`src/verilog/ssps_pkg.sv`:
```
// package: register map, field positions and mode codes for the serial port
package ssps_pkg;
  // register byte addresses on the avalon bus
  localparam logic [3:0] ADDR_STATUS  = 4'h0;  // serial_port_status
  localparam logic [3:0] ADDR_CONTROL = 4'h4;  // serial_port_control
  localparam logic [3:0] ADDR_BUFFER  = 4'h8;  // transfer_buffer
  localparam logic [3:0] ADDR_EVENTS  = 4'hc;  // i2c event inputs and port interrupt flag

  // status bit positions
  localparam int ST_SAMPLE = 7;
  localparam int ST_CKE = 6;
  localparam int ST_DA  = 5;
  localparam int ST_P   = 4;
  localparam int ST_S   = 3;
  localparam int ST_RW  = 2;
  localparam int ST_REFRESH = 1;
  localparam int ST_FULL    = 0;
  // control bit positions
  localparam int CT_COLL = 7;
  localparam int CT_OV   = 6;
  localparam int CT_EN   = 5;
  localparam int CT_IDLE = 4;
  // events register bit positions
  localparam int EV_IRQ   = 0;  // port interrupt flag, write one to clear
  localparam int EV_START = 1;  // write one: start condition seen
  localparam int EV_STOP  = 2;  // write one: stop condition seen
  localparam int EV_DATA  = 3;  // written value of the data/address flag
  localparam int EV_RDDIR = 4;  // written value of the read/write flag
  localparam int EV_ADDRQ = 5;  // written value of the address refresh flag

  // reset values
  localparam logic [7:0] RST_STATUS  = 8'h00;
  localparam logic [7:0] RST_CONTROL = 8'h00;

  // master clock half periods in system clocks
  localparam logic [5:0] HALF_DIV4  = 6'h02;
  localparam logic [5:0] HALF_DIV16 = 6'h08;
  localparam logic [5:0] HALF_DIV64 = 6'h20;
  localparam int         BITS       = 8;

  // mode field encodings
  typedef enum logic [3:0] {
    SSPS_M_DIV4   = 4'h0,
    SSPS_M_DIV16  = 4'h1,
    SSPS_M_DIV64  = 4'h2,
    SSPS_M_TMR    = 4'h3,
    SSPS_S_CS     = 4'h4,
    SSPS_S_NOCS   = 4'h5,
    SSPS_I2C7     = 4'h6,
    SSPS_I2C10    = 4'h7,
    SSPS_I2C7_SP  = 4'hb,
    SSPS_I2C10_SP = 4'hf
  } ssps_mode_t;

  // serial pins toward the outside
  typedef struct packed {
    logic sck_o;
    logic sck_oe;
    logic sdo_o;
    logic sdo_oe;
  } ssps_pins_out_t;
endpackage

```
`src/verilog/ssps_top.sv`:
```
// serial port in spi role with avalon-mm register access
`timescale 1ns/100ps

// Functional notes
// - eight bits shift out and in together
// - master sample point: middle or end of bit
// - phase and idle level pick output edge
// - data/address flag shows last byte kind
// - stop flag: stop latest, cleared otherwise
// - start flag: start latest, cleared otherwise
// - read/write flag holds last address direction
// - address refresh flag for ten-bit addressing
// - buffer full set on received word
// - write during shift sets sticky collision
// - slave overrun sets overflow, drops word
// - overflow set by hardware only in spi slave modes, never in i2c; software clears
// - enable hands pins to the port
// - idle level of serial clock in spi
// - i2c clock held low when idle bit clear
// - spi master and slave mode codes
// - i2c mode codes, others reserved
// - chip select high resets slave transfer
module ssps_top
(
  input  wire logic                    clock,
  input  wire logic                    srst,
  input  wire logic [3:0]              avs_address,
  input  wire logic                    avs_read,
  input  wire logic                    avs_write,
  input  wire logic [31:0]             avs_writedata,
  input  wire logic [3:0]              avs_byteenable,
  output logic      [31:0]             avs_readdata,
  output logic                         avs_waitrequest,
  input  wire logic                    timer_two_output,
  input  wire logic                    sck_i,
  input  wire logic                    serial_in,
  input  wire logic                    cs_n,
  output ssps_pkg::ssps_pins_out_t     pins,
  output logic                         port_irq
);

  // pin synchronisers, first stage read only by second
  logic [2:0] meta_ff;                 // sck, sdi, cs_n first stage
  logic [2:0] sync_ff;                 // second stage
  logic       sck_prev_ff;             // for slave clock edges
  logic       tmr_meta_ff;             // timer first stage
  logic       tmr_sync_ff;             // timer second stage
  logic       tmr_prev_ff;             // timer edge detect

  // registers
  logic [7:0] status_ff;               // sample, phase and i2c flags
  logic [7:0] control_ff;              // collision, overflow, enable, idle, mode
  logic [7:0] buffer_ff;               // transfer_buffer
  logic [7:0] shift_reg_ff;            // shift_reg
  logic [7:0] tx_hold_ff;              // word written for transmit
  logic       buffer_full_ff;          // buffer_full
  logic       irq_ff;                  // port interrupt flag
  logic       busy_ff;                 // transfer in progress
  logic [3:0] edge_cnt_ff;             // clock edges done (16 per word)
  logic [5:0] div_cnt_ff;              // master divider
  logic       sck_ff;                  // master clock level
  logic       sdo_ff;                  // serial_out level
  logic       mid_sample_ff;           // bit sampled at mid point
  logic       ack_ff;                  // bus answer pending

  // decoded control
  ssps_pkg::ssps_mode_t mode;
  logic port_enable;
  logic clock_idle_level;
  logic input_sample_point;
  logic phase;
  logic is_master;
  logic is_slave;
  logic is_i2c;
  assign mode               = ssps_pkg::ssps_mode_t'(control_ff[3:0]);
  assign port_enable        = control_ff[ssps_pkg::CT_EN];
  assign clock_idle_level   = control_ff[ssps_pkg::CT_IDLE];
  assign input_sample_point = status_ff[ssps_pkg::ST_SAMPLE];
  assign phase              = status_ff[ssps_pkg::ST_CKE];
  // phase 0 moves data on the edge back to idle, phase 1 on the edge leaving it
  logic shift_trail;
  assign shift_trail = ~phase;

  // mode decode
  always_comb
  begin
    is_master = 1'b0;
    is_slave  = 1'b0;
    is_i2c    = 1'b0;
    case (mode)
      ssps_pkg::SSPS_M_DIV4, ssps_pkg::SSPS_M_DIV16,
      ssps_pkg::SSPS_M_DIV64, ssps_pkg::SSPS_M_TMR:
        is_master = 1'b1;
      ssps_pkg::SSPS_S_CS, ssps_pkg::SSPS_S_NOCS:
        is_slave = 1'b1;
      ssps_pkg::SSPS_I2C7, ssps_pkg::SSPS_I2C10,
      ssps_pkg::SSPS_I2C7_SP, ssps_pkg::SSPS_I2C10_SP:
        is_i2c = 1'b1;
      default:                         // reserved codes: port idle
        is_master = 1'b0;
    endcase
  end

  // divider half period select
  function automatic logic [5:0] half_period(input logic [3:0] m);
    case (m)
      4'h1:    half_period = ssps_pkg::HALF_DIV16;
      4'h2:    half_period = ssps_pkg::HALF_DIV64;
      default: half_period = ssps_pkg::HALF_DIV4;
    endcase
  endfunction

  // bus decode
  logic bus_wr;
  logic bus_rd;
  logic wr_status;
  logic wr_control;
  logic wr_buffer;
  logic wr_events;
  logic rd_buffer;
  assign bus_wr     = avs_write & ~ack_ff & avs_byteenable[0];
  assign bus_rd     = avs_read & ~ack_ff;
  assign wr_status  = bus_wr & (avs_address == ssps_pkg::ADDR_STATUS);
  assign wr_control = bus_wr & (avs_address == ssps_pkg::ADDR_CONTROL);
  assign wr_buffer  = bus_wr & (avs_address == ssps_pkg::ADDR_BUFFER);
  assign wr_events  = bus_wr & (avs_address == ssps_pkg::ADDR_EVENTS);
  assign rd_buffer  = bus_rd & (avs_address == ssps_pkg::ADDR_BUFFER);
  assign avs_waitrequest = (avs_read | avs_write) & ~ack_ff;

  // one wait state: request accepted, answer next edge
  always_ff @(posedge clock)
  begin
    if (srst)
      ack_ff <= 1'b0;
    else
      ack_ff <= (avs_read | avs_write) & ~ack_ff;
  end

  // read data capture, unmapped reads zero
  always_ff @(posedge clock)
  begin
    if (srst)
      avs_readdata <= 32'h0;
    else if (bus_rd)
    begin
      case (avs_address)
        ssps_pkg::ADDR_STATUS:  avs_readdata <= {24'h0, status_ff[7:1], buffer_full_ff};
        ssps_pkg::ADDR_CONTROL: avs_readdata <= {24'h0, control_ff};
        ssps_pkg::ADDR_BUFFER:  avs_readdata <= {24'h0, buffer_ff};
        ssps_pkg::ADDR_EVENTS:  avs_readdata <= {31'h0, irq_ff};
        default:                avs_readdata <= 32'h0;
      endcase
    end
  end

  // two-flop synchronisers for pins
  always_ff @(posedge clock)
  begin
    if (srst)
    begin
      meta_ff     <= 3'h4;
      sync_ff     <= 3'h4;
      sck_prev_ff <= 1'b0;
      tmr_meta_ff <= 1'b0;
      tmr_sync_ff <= 1'b0;
      tmr_prev_ff <= 1'b0;
    end
    else
    begin
      meta_ff     <= {cs_n, serial_in, sck_i};
      sync_ff     <= meta_ff;
      sck_prev_ff <= sync_ff[0];
      tmr_meta_ff <= timer_two_output;
      tmr_sync_ff <= tmr_meta_ff;
      tmr_prev_ff <= tmr_sync_ff;
    end
  end

  logic sck_s;
  logic sdi_s;
  logic cs_high;
  assign sck_s   = sync_ff[0];
  assign sdi_s   = sync_ff[1];
  assign cs_high = sync_ff[2];

  // chip select reset of slave logic
  logic xfer_reset;
  assign xfer_reset = ~port_enable | ~(is_master | is_slave)
                    | (mode == ssps_pkg::SSPS_S_CS & cs_high);

  // master tick generation: one tick per half clock period
  logic m_tick;
  assign m_tick = (mode == ssps_pkg::SSPS_M_TMR) ? (tmr_sync_ff & ~tmr_prev_ff)
                : (div_cnt_ff == 6'h01);

  always_ff @(posedge clock)
  begin
    if (srst | ~busy_ff)
      div_cnt_ff <= half_period(control_ff[3:0]);
    else if (div_cnt_ff == 6'h01)
      div_cnt_ff <= half_period(control_ff[3:0]);
    else
      div_cnt_ff <= div_cnt_ff - 6'h01;
  end

  // clock edge events. leading edge leaves idle, trailing returns to it
  logic lead_edge;
  logic trail_edge;
  always_comb
  begin
    lead_edge  = 1'b0;
    trail_edge = 1'b0;
    if (is_master & busy_ff & m_tick)
    begin
      lead_edge  = ~edge_cnt_ff[0];
      trail_edge = edge_cnt_ff[0];
    end
    else if (is_slave & ~xfer_reset & (sck_s != sck_prev_ff))
    begin
      lead_edge  = (sck_s != clock_idle_level);
      trail_edge = (sck_s == clock_idle_level);
    end
  end

  // data changes on trailing edge for phase 0, leading for phase 1
  logic shift_edge;
  logic sample_edge;
  assign shift_edge  = shift_trail ? trail_edge : lead_edge;
  assign sample_edge = shift_trail ? lead_edge : trail_edge;

  // sample point: middle edge, or end of bit in master with sample bit set
  // input path adds two clocks: at the /4 rate middle sampling sees the old bit
  logic do_sample;
  logic end_sample;
  assign end_sample = is_master & input_sample_point;
  assign do_sample  = end_sample ? shift_edge : sample_edge;

  // word complete at sixteenth edge
  logic word_done;
  assign word_done = (lead_edge | trail_edge) & (edge_cnt_ff == 4'hf);

  // transfer engine: msb first shift, edge counter
  always_ff @(posedge clock)
  begin
    if (srst | xfer_reset)
    begin
      busy_ff       <= 1'b0;
      edge_cnt_ff   <= 4'h0;
      shift_reg_ff  <= 8'h00;
      mid_sample_ff <= 1'b0;
    end
    else
    begin
      if (wr_buffer & ~busy_ff)                  // write starts a word
      begin
        busy_ff      <= 1'b1;
        shift_reg_ff <= avs_writedata[7:0];
      end
      else if (is_slave & ~busy_ff & (lead_edge | trail_edge))
        busy_ff <= 1'b1;                         // slave word begun by clock
      if (lead_edge | trail_edge)
        edge_cnt_ff <= edge_cnt_ff + 4'h1;
      if (do_sample)
        mid_sample_ff <= sdi_s;                  // capture in step with clock
      if (shift_edge & (edge_cnt_ff != 4'h0 | ~shift_trail))
        shift_reg_ff <= {shift_reg_ff[6:0], (end_sample ? sdi_s : mid_sample_ff)};  // end sampling takes line now
      if (word_done)
        busy_ff <= 1'b0;
    end
  end

  // final bit folded into the completed word
  logic [7:0] rx_word;
  assign rx_word = end_sample ? {shift_reg_ff[6:0], sdi_s}
                 : {shift_reg_ff[6:0], (do_sample ? sdi_s : mid_sample_ff)};

  // transmit line: msb of shift register or held word
  always_ff @(posedge clock)
  begin
    if (srst)
      sdo_ff <= 1'b0;
    else if (wr_buffer & ~busy_ff)
      sdo_ff <= avs_writedata[7];
    else if (shift_edge & ~word_done)
      sdo_ff <= (edge_cnt_ff == 4'h0 & ~shift_trail) ? shift_reg_ff[7] : shift_reg_ff[6];
  end

  // held copy for slaves that answer without a write
  always_ff @(posedge clock)
  begin
    if (srst)
      tx_hold_ff <= 8'h00;
    else if (wr_buffer)
      tx_hold_ff <= avs_writedata[7:0];
  end

  // master clock level, idle per idle bit
  always_ff @(posedge clock)
  begin
    if (srst | ~busy_ff)
      sck_ff <= clock_idle_level;
    else if (is_master & m_tick)
      sck_ff <= ~sck_ff;
  end

  // buffer, full flag and overflow
  logic overflow_now;
  assign overflow_now = word_done & buffer_full_ff & is_slave;
  always_ff @(posedge clock)
  begin
    if (srst)
    begin
      buffer_ff      <= 8'h00;
      buffer_full_ff <= 1'b0;
    end
    else if (word_done & ~overflow_now)
    begin
      buffer_ff      <= rx_word;
      buffer_full_ff <= 1'b1;
    end
    else if (rd_buffer)
      buffer_full_ff <= 1'b0;
  end

  // control register with sticky hardware flags; set wins over clear
  always_ff @(posedge clock)
  begin
    if (srst)
      control_ff <= ssps_pkg::RST_CONTROL;
    else
    begin
      if (wr_control)
        control_ff <= avs_writedata[7:0];
      if (wr_buffer & busy_ff)
        control_ff[ssps_pkg::CT_COLL] <= 1'b1;
      if (overflow_now)
        control_ff[ssps_pkg::CT_OV] <= 1'b1;
    end
  end

  // status: sample and phase writable, i2c flags from event register
  always_ff @(posedge clock)
  begin
    if (srst)
      status_ff <= ssps_pkg::RST_STATUS;
    else
    begin
      if (wr_status)
        status_ff[7:6] <= avs_writedata[7:6];
      if (~port_enable)
      begin
        status_ff[ssps_pkg::ST_P] <= 1'b0;
        status_ff[ssps_pkg::ST_S] <= 1'b0;
      end
      else if (wr_events & is_i2c)
      begin
        status_ff[ssps_pkg::ST_DA] <= avs_writedata[ssps_pkg::EV_DATA];
        status_ff[ssps_pkg::ST_RW] <= avs_writedata[ssps_pkg::EV_RDDIR];
        status_ff[ssps_pkg::ST_REFRESH] <= avs_writedata[ssps_pkg::EV_ADDRQ]
          & (mode == ssps_pkg::SSPS_I2C10 | mode == ssps_pkg::SSPS_I2C10_SP);
        if (avs_writedata[ssps_pkg::EV_START])
        begin
          status_ff[ssps_pkg::ST_S] <= 1'b1;
          status_ff[ssps_pkg::ST_P] <= 1'b0;
          status_ff[ssps_pkg::ST_RW] <= 1'b0;
        end
        else if (avs_writedata[ssps_pkg::EV_STOP])
        begin
          status_ff[ssps_pkg::ST_P] <= 1'b1;
          status_ff[ssps_pkg::ST_S] <= 1'b0;
          status_ff[ssps_pkg::ST_RW] <= 1'b0;
        end
      end
    end
  end

  // port interrupt flag, write one to clear, set wins
  always_ff @(posedge clock)
  begin
    if (srst)
      irq_ff <= 1'b0;
    else if (word_done)
      irq_ff <= 1'b1;
    else if (wr_events & avs_writedata[ssps_pkg::EV_IRQ])
      irq_ff <= 1'b0;
  end
  assign port_irq = irq_ff;

  // pin ownership: enable hands pins to port
  always_comb
  begin
    pins.sck_o  = is_master ? sck_ff : 1'b0;
    pins.sck_oe = port_enable & (is_master | (is_i2c & ~clock_idle_level));
    pins.sdo_o  = (is_slave & ~busy_ff & shift_trail) ? tx_hold_ff[7] : sdo_ff;
    pins.sdo_oe = port_enable & (is_master | (is_slave & ~xfer_reset));
  end

endmodule

```
`config.mk`:
```
export PLATFORM = sky130hd
export DESIGN_NAME = ssps_top
export DESIGN_NICKNAME = d
export VERILOG_FILES = /design/src/verilog/ssps_pkg.sv /design/src/verilog/ssps_top.sv
export SDC_FILE = /design/constraint.sdc
export NUM_CORES = 1
export LEC_CHECK = 0
export BUFFER_PORTS_ARGS = -buffer_cell sky130_fd_sc_hd__buf_4
export CAP_MARGIN = 25
export CORE_ASPECT_RATIO = 1.5
export CORE_UTILIZATION = 53
export CTS_BUF_LIST = sky130_fd_sc_hd__clkbuf_4
export DETAILED_ROUTE_END_ITERATION = 8
export GPL_TIMING_DRIVEN = 1
export PLACE_DENSITY = 0.83
export SYNTH_ARGS = -nofsm -noshare
export SYNTH_HDL_FRONTEND = slang
export SYNTH_SLANG_ARGS = --single-unit
```
`constraint.sdc`:
```
create_clock -name clock -period 3.4 [get_ports clock]
set_input_delay 0.34 -clock clock [delete_from_list [all_inputs] [get_ports clock]]
set_output_delay 0.34 -clock clock [all_outputs]
set_load 0.03 [all_outputs]
```
# Yosys cells after proc, flatten, opt, wreduce, memory -nomap -nowiden
# Index checks and enable logic that the tools add are counted.
dict set report totals {
  reg_bits 98
  in_bits 48
  output_inout_bits 38
  word_cells 160
}
dict set report classes {
  add_sub_neg 2
  n_eq_ne 17
  n_mux 38
  bitwise_logic 58
  reduce_logical 20
}
# op n
set op_table {}
lappend op_table {{$and A1 B1 Y1} 35}
lappend op_table {{$pmux W8 S4} 1}
lappend op_table {{$mux W1} 29}
lappend op_table {{$mux W8} 3}
lappend op_table {{$eq A4 B3 Y1 const B} 5}
lappend op_table {{$eq A4 B4 Y1 const B} 5}
lappend op_table {{$reduce_bool A2 Y1} 9}
lappend op_table {{$logic_not A4 Y1} 3}
lappend op_table {{$mux W6} 2}
lappend op_table {{$not A1 Y1} 12}
lappend op_table {{$pmux W6 S2} 1}
lappend op_table {{$or A1 B1 Y1} 11}
lappend op_table {{$eq A4 B2 Y1 const B} 2}
lappend op_table {{$reduce_or A4 Y1} 2}
lappend op_table {{$eq A6 B1 Y1 const B} 1}
lappend op_table {{$mux W3} 2}
lappend op_table {{$reduce_or A2 Y1} 3}
lappend op_table {{$sub A6 B1 Y6 const B} 1}
lappend op_table {{$add A4 B1 Y4 const B} 1}
lappend op_table {{$eq A4 B1 Y1 const B} 1}
lappend op_table {{$reduce_and A2 Y1} 2}
lappend op_table {{$reduce_bool A4 Y1} 1}
lappend op_table {{$ne A1 B1 Y1} 2}
lappend op_table {{$eq A1 B1 Y1} 1}

# Logic depth before layout (Yosys ltp)
dict set report depth {
  depth_word 19
  depth_mapped 9
  depth_no_buf 8
}

# Worst setup path before layout
# Ideal clock, no wire load.
dict set report synth_path {
  kind {in2reg}
  start {input avs_address[1]}
  end {register sdo_ff}
  setup_ns 0.135
  arrival_ns 1.912
  required_ns 3.265
  slack_ns 1.352
  path_stages 7
  n_path_buf 3
  path_cell_list {or4_1 > buf_2 > or3b_1 > buf_2 > buf_6 > a41oi_1 > o311ai_1}
}
dict set report synth_between {
  elab_chain_cells 4
  word_cells_on_any_way 5
}
# element line
set synth_rtl {}
lappend synth_rtl {{start: declaration} ssps_top.sv:27} ;# input wire logic [3:0] avs_address,
lappend synth_rtl {{$eq A4 B4 Y1 (*)} ssps_top.sv:125} ;# assign wr_buffer = bus_wr & (avs_address == ssps_pkg::ADDR_BUFFER);
lappend synth_rtl {{$and A1 B1 Y1 (*)} ssps_top.sv:125}
lappend synth_rtl {{$and A1 B1 Y1 (*)} ssps_top.sv:282} ;# else if (wr_buffer & ~busy_ff)
lappend synth_rtl {{$mux W1 or $reduce_bool A2 Y1 (tied branches)} --}
lappend synth_rtl {{end signal: assignment} ssps_top.sv:283} ;# sdo_ff <= avs_writedata[7];
lappend synth_rtl {{end signal: assignment} ssps_top.sv:285} ;# sdo_ff <= (edge_cnt_ff == 4'h0 & ~shift_trail) ? shift_reg_ff[7] : shift_reg_ff[6];
lappend synth_rtl {{end: declaration} ssps_top.sv:62} ;# logic sdo_ff;
# Mark *: on every way between the ends. The rest lies on a longest branch, timed or not.
# A chain may end at the register's enable or synchronous reset.

# Worst setup path in the final report
dict set report layout_path {
  start {register control_ff[2]}
  end {register buffer_ff[0]}
}
dict set report layout_between {
  elab_chain_cells 18
  word_cells_on_any_way 37
}
# element line
set layout_rtl {}
lappend layout_rtl {{start: declaration} ssps_top.sv:52} ;# logic [7:0] control_ff;
lappend layout_rtl {{start signal: assignment} ssps_top.sv:329} ;# control_ff <= ssps_pkg::RST_CONTROL;
lappend layout_rtl {{start signal: assignment} ssps_top.sv:333} ;# control_ff <= avs_writedata[7:0];
lappend layout_rtl {{$eq A4 B2 Y1 (tied with other cells)} {ssps_top.sv:90, ssps_top.sv:193}}
lappend layout_rtl {{$reduce_or A4 Y1 or $reduce_or A2 Y1 (tied branches)} ssps_top.sv:90} ;# case (mode)
lappend layout_rtl {{$mux W1} ssps_top.sv:90}
lappend layout_rtl {{$or A1 B1 Y1} ssps_top.sv:188} ;# assign xfer_reset = ~port_enable | ~(is_master | is_slave)
lappend layout_rtl {{$not A1 Y1} ssps_top.sv:188}
lappend layout_rtl {{$or A1 B1 Y1} ssps_top.sv:188}
lappend layout_rtl {{$or A1 B1 Y1} ssps_top.sv:189} ;# | (mode == ssps_pkg::SSPS_S_CS & cs_high);
lappend layout_rtl {{$not A1 Y1} ssps_top.sv:218} ;# else if (is_slave & ~xfer_reset & (sck_s != sck_prev_ff))
lappend layout_rtl {{$and A1 B1 Y1 (2 in series)} ssps_top.sv:218}
lappend layout_rtl {{$mux W1} ssps_top.sv:218}
lappend layout_rtl {{$mux W1} ssps_top.sv:213} ;# if (is_master & busy_ff & m_tick)
lappend layout_rtl {{$or A1 B1 Y1} ssps_top.sv:240} ;# assign word_done = (lead_edge | trail_edge) & (edge_cnt_ff == 4'hf);
lappend layout_rtl {{$and A1 B1 Y1} ssps_top.sv:240}
lappend layout_rtl {{$and A1 B1 Y1 (2 in series)} ssps_top.sv:308} ;# assign overflow_now = word_done & buffer_full_ff & is_slave;
lappend layout_rtl {{$not A1 Y1} ssps_top.sv:316} ;# else if (word_done & ~overflow_now)
lappend layout_rtl {{$and A1 B1 Y1} ssps_top.sv:316}
lappend layout_rtl {{end signal: assignment} ssps_top.sv:318} ;# buffer_ff <= rx_word;
lappend layout_rtl {{end: declaration} ssps_top.sv:53} ;# logic [7:0] buffer_ff;
# Several ways; a longest one is shown, not always the timed one.

==> run_results.csv <==
group,metric,value,unit
outcome,status,"complete, no violations",
clock_tree,htreeDepth,3,
die,num_rows,35,
timing,fin_tns_setup,0,ns
die,die_h,99.4,um
layout,utilization,0.593,
timing,hold_viol_final,0,
die,dieArea,6660,sq um
die,io_pins,86,
timing,fin_crit_sh,0.707,
clock_tree,cts.repair.resized,0,
die,die_x,67.0,um
timing,whs,0.104,ns
global_routing,grt_pass1_wl,11.4,mm
synthesis,synth_area_per_cell,8.78,sq um
worst_hold_path,hold_path_class,"in -> reg",
timing,setup_violations,0,
clock_tree,clock-sinks,67,
drt,routedWlPerCell,14.3,um
drt,drtAntennaViolNets,0,
synthesis,synth_seq_area_share,0.403,
layout,nets,454,
die,coreArea,6130,sq um
timing,skew,0.0192,ns
synthesis,yosysWarnings,0,
die,initial_core_util,0.547,
timing,clock.fmax,416,MHz
drt,wl,6.87,mm
timing,layout_setup_ws,0.996,ns
synthesis,syn_area,3350,sq um
global_routing,grt_overflow_total,0,
timing,maxSlewHeadroom,0.331,
synthesis,synth-edff-count,1,
global_routing,grt_start_max_net_pins,48,
drt,routed-via-count,2637,
pwr,ir_drop,0.308,mV
pwr,cellPowerDensity,390,nW/um^2
critical_path,critPathKind,"reg -> reg",
critical_path,end_kind,"flop",
synthesis,ys_ff_latch,67,
clock_tree,worstSkewPairLatency,0.43,ns
place,pre_cts_slack,0.913,ns
timing,tightest_slew,0.995,ns
critical_path,start_kind,"flop",
synthesis,synth_cells,382,
flow_run,maxCapViolations,0,
critical_path,crit_arrival,2.74,ns
timing,layout_min_cycle_time,2.40,ns
global_routing,gr-usage-all-layers,0.227,
drt,viasPerCell,5.48,
layout,layout_common_cells,"66 x dfxtp_1, 51 x nor2_1, 36 x nand2_1",
clock_tree,cts_made_buffers,9,
pwr,p_leak,1.52,nW
global_routing,grt_pass1_vias,2507,
synthesis,synth_ff_type,"dfxtp_1",
layout,antenna_cells,0,
timing,rsz0062_at_grt,"false",
drt,drt-initial-drc-count,87,
clock_tree,clk_path_buf_depth,2,
layout,final_common_cell,"dfxtp_1",
layout,num-fill-cells,546,
timing,slew_violations,0,
place,routabilityCongestion,0.813,
synthesis,ys_types,51,
global_routing,antenna_found_initial,0,
clock_tree,clkTransAtPathRegs,0.12,ns
layout,layout-drive-gt1-share,0.160,
clock_tree,cts_tree,"yes",
clock_tree,cts_hold_buffers,0,
clock_tree,cts-root-buf,"clkbuf_4",
pwr,totalPowerFinal,1.42,mW
critical_path,required,3.73,ns
critical_path,worstPathMaxFanout,10,
clock_tree,post_cts_buffers,0,
place,hpwl,5.04,mm
drt,drc,0,
place,io_buffers,34,
layout,synthToLayoutAreaGrowth,8.43,%
drt,firstDrtPassIters,4,
synthesis,async_flop_share,0,
## worst max-delay path: stages (launching register included)
cell,delay [ns]
dfxtp_1,0.55
nor3b_2,0.44
nand4_2,0.29
o22ai_2,0.41
nand2_1,0.31
a31o_2,0.32
## path summary, 6_finish.rpt
check	start	slack, ns	end	depth (start not counted)
max	control_ff[2]	1.0	buffer_ff[0]	5
min	cs_n	0.10	meta_ff[2]	2
min reg2reg	meta_ff[2]	0.41	sync_ff[2]	1
max reg2reg	control_ff[2]	1.0	buffer_ff[0]	5
## per-stage QoR
step / cell area [sq um] / cells
4_1_cts: 3640 / 481
6_report: 3640 / 481
2_1_floorplan: 3440 / 405
3_3_place_gp: 3500 / 465
3_5_place_dp: 3500 / 465
5_1_grt: 3640 / 481
## state kept, by name, indices dropped and copies added, names as in the netlist, 3 cells and up
name	flops
edge_cnt_ff	4
sync_ff	3
meta_ff	3
avs_readdata	8
buffer_ff	8
control_ff	8
shift_reg_ff	8
status_ff	7
div_cnt_ff	6
## final cells by class
| cell class | count | area [sq um] | share of cell area |
|---|---|---|---|
| inverters | 6 | 22.5 | 0.00619 |
| flip-flops and latches | 67 | 1350 | 0.372 |
| clock buffers | 9 | 67.6 | 0.0186 |
| multi-input cells | 283 | 1770 | 0.487 |
| well taps | 74 | 92.6 | 0.0255 |
| clock inverters | 7 | 68.8 | 0.0189 |
| repair buffers | 35 | 263 | 0.0722 |
## synthesized netlist by cell type, types with 2 or more instances
cell      count  share of area
a21oi_1      17          0.025
o21ai_0       9          0.013
xor2_1        7          0.018
buf_4        25          0.056
nor3b_1       3         0.0067
a22oi_1       9          0.020
nand4b_1      2         0.0052
inv_1         6         0.0067
o32ai_1       3         0.0078
nand2b_1      4         0.0075
nand4_1       6          0.011
nand2_1      36          0.040
nor3_1        6         0.0090
dfxtp_1      66           0.39
or2_2         3         0.0056
buf_2         8          0.012
nor2_1       51          0.057
mux2i_1      35           0.10
a211oi_1      8          0.018
and2_1        2         0.0037
nand3_1      12          0.018
nor2b_1      14          0.026
ha_1          4          0.015
clkbuf_1     15          0.017
xnor2_1       5          0.013
## cells by family (layout without fill, tap and decap cells)
logic type,Yosys count,after routing,synth area share
fa+ha+maj,4,4,0.0149
buf+inv,55,57,0.0947
mux,37,37,0.115
compound gates,58,58,0.120
simple gates,148,148,0.220
xor+xnor,12,12,0.0313
flops,67,67,0.403
other cells,1,24,0.00112
## routing by layer
metal  track usage  up-vias  wire [um]
met3        0.0505       19        295
met1         0.263     1236       2950
li1              -     1311          -
met5             0        -          0
met4         0.113        0        238
met2         0.382       71       3400
## report_power, final
group	switching, mW	leakage (nW)	internal [mW]
clock network	0.292	0.0717	0.221
logic	0.0766	0.898	0.0302
registers	0.00510	0.546	0.793
total	0.374	1.52	1.04
No activity file was read; power rests on OpenSTA's default activity.
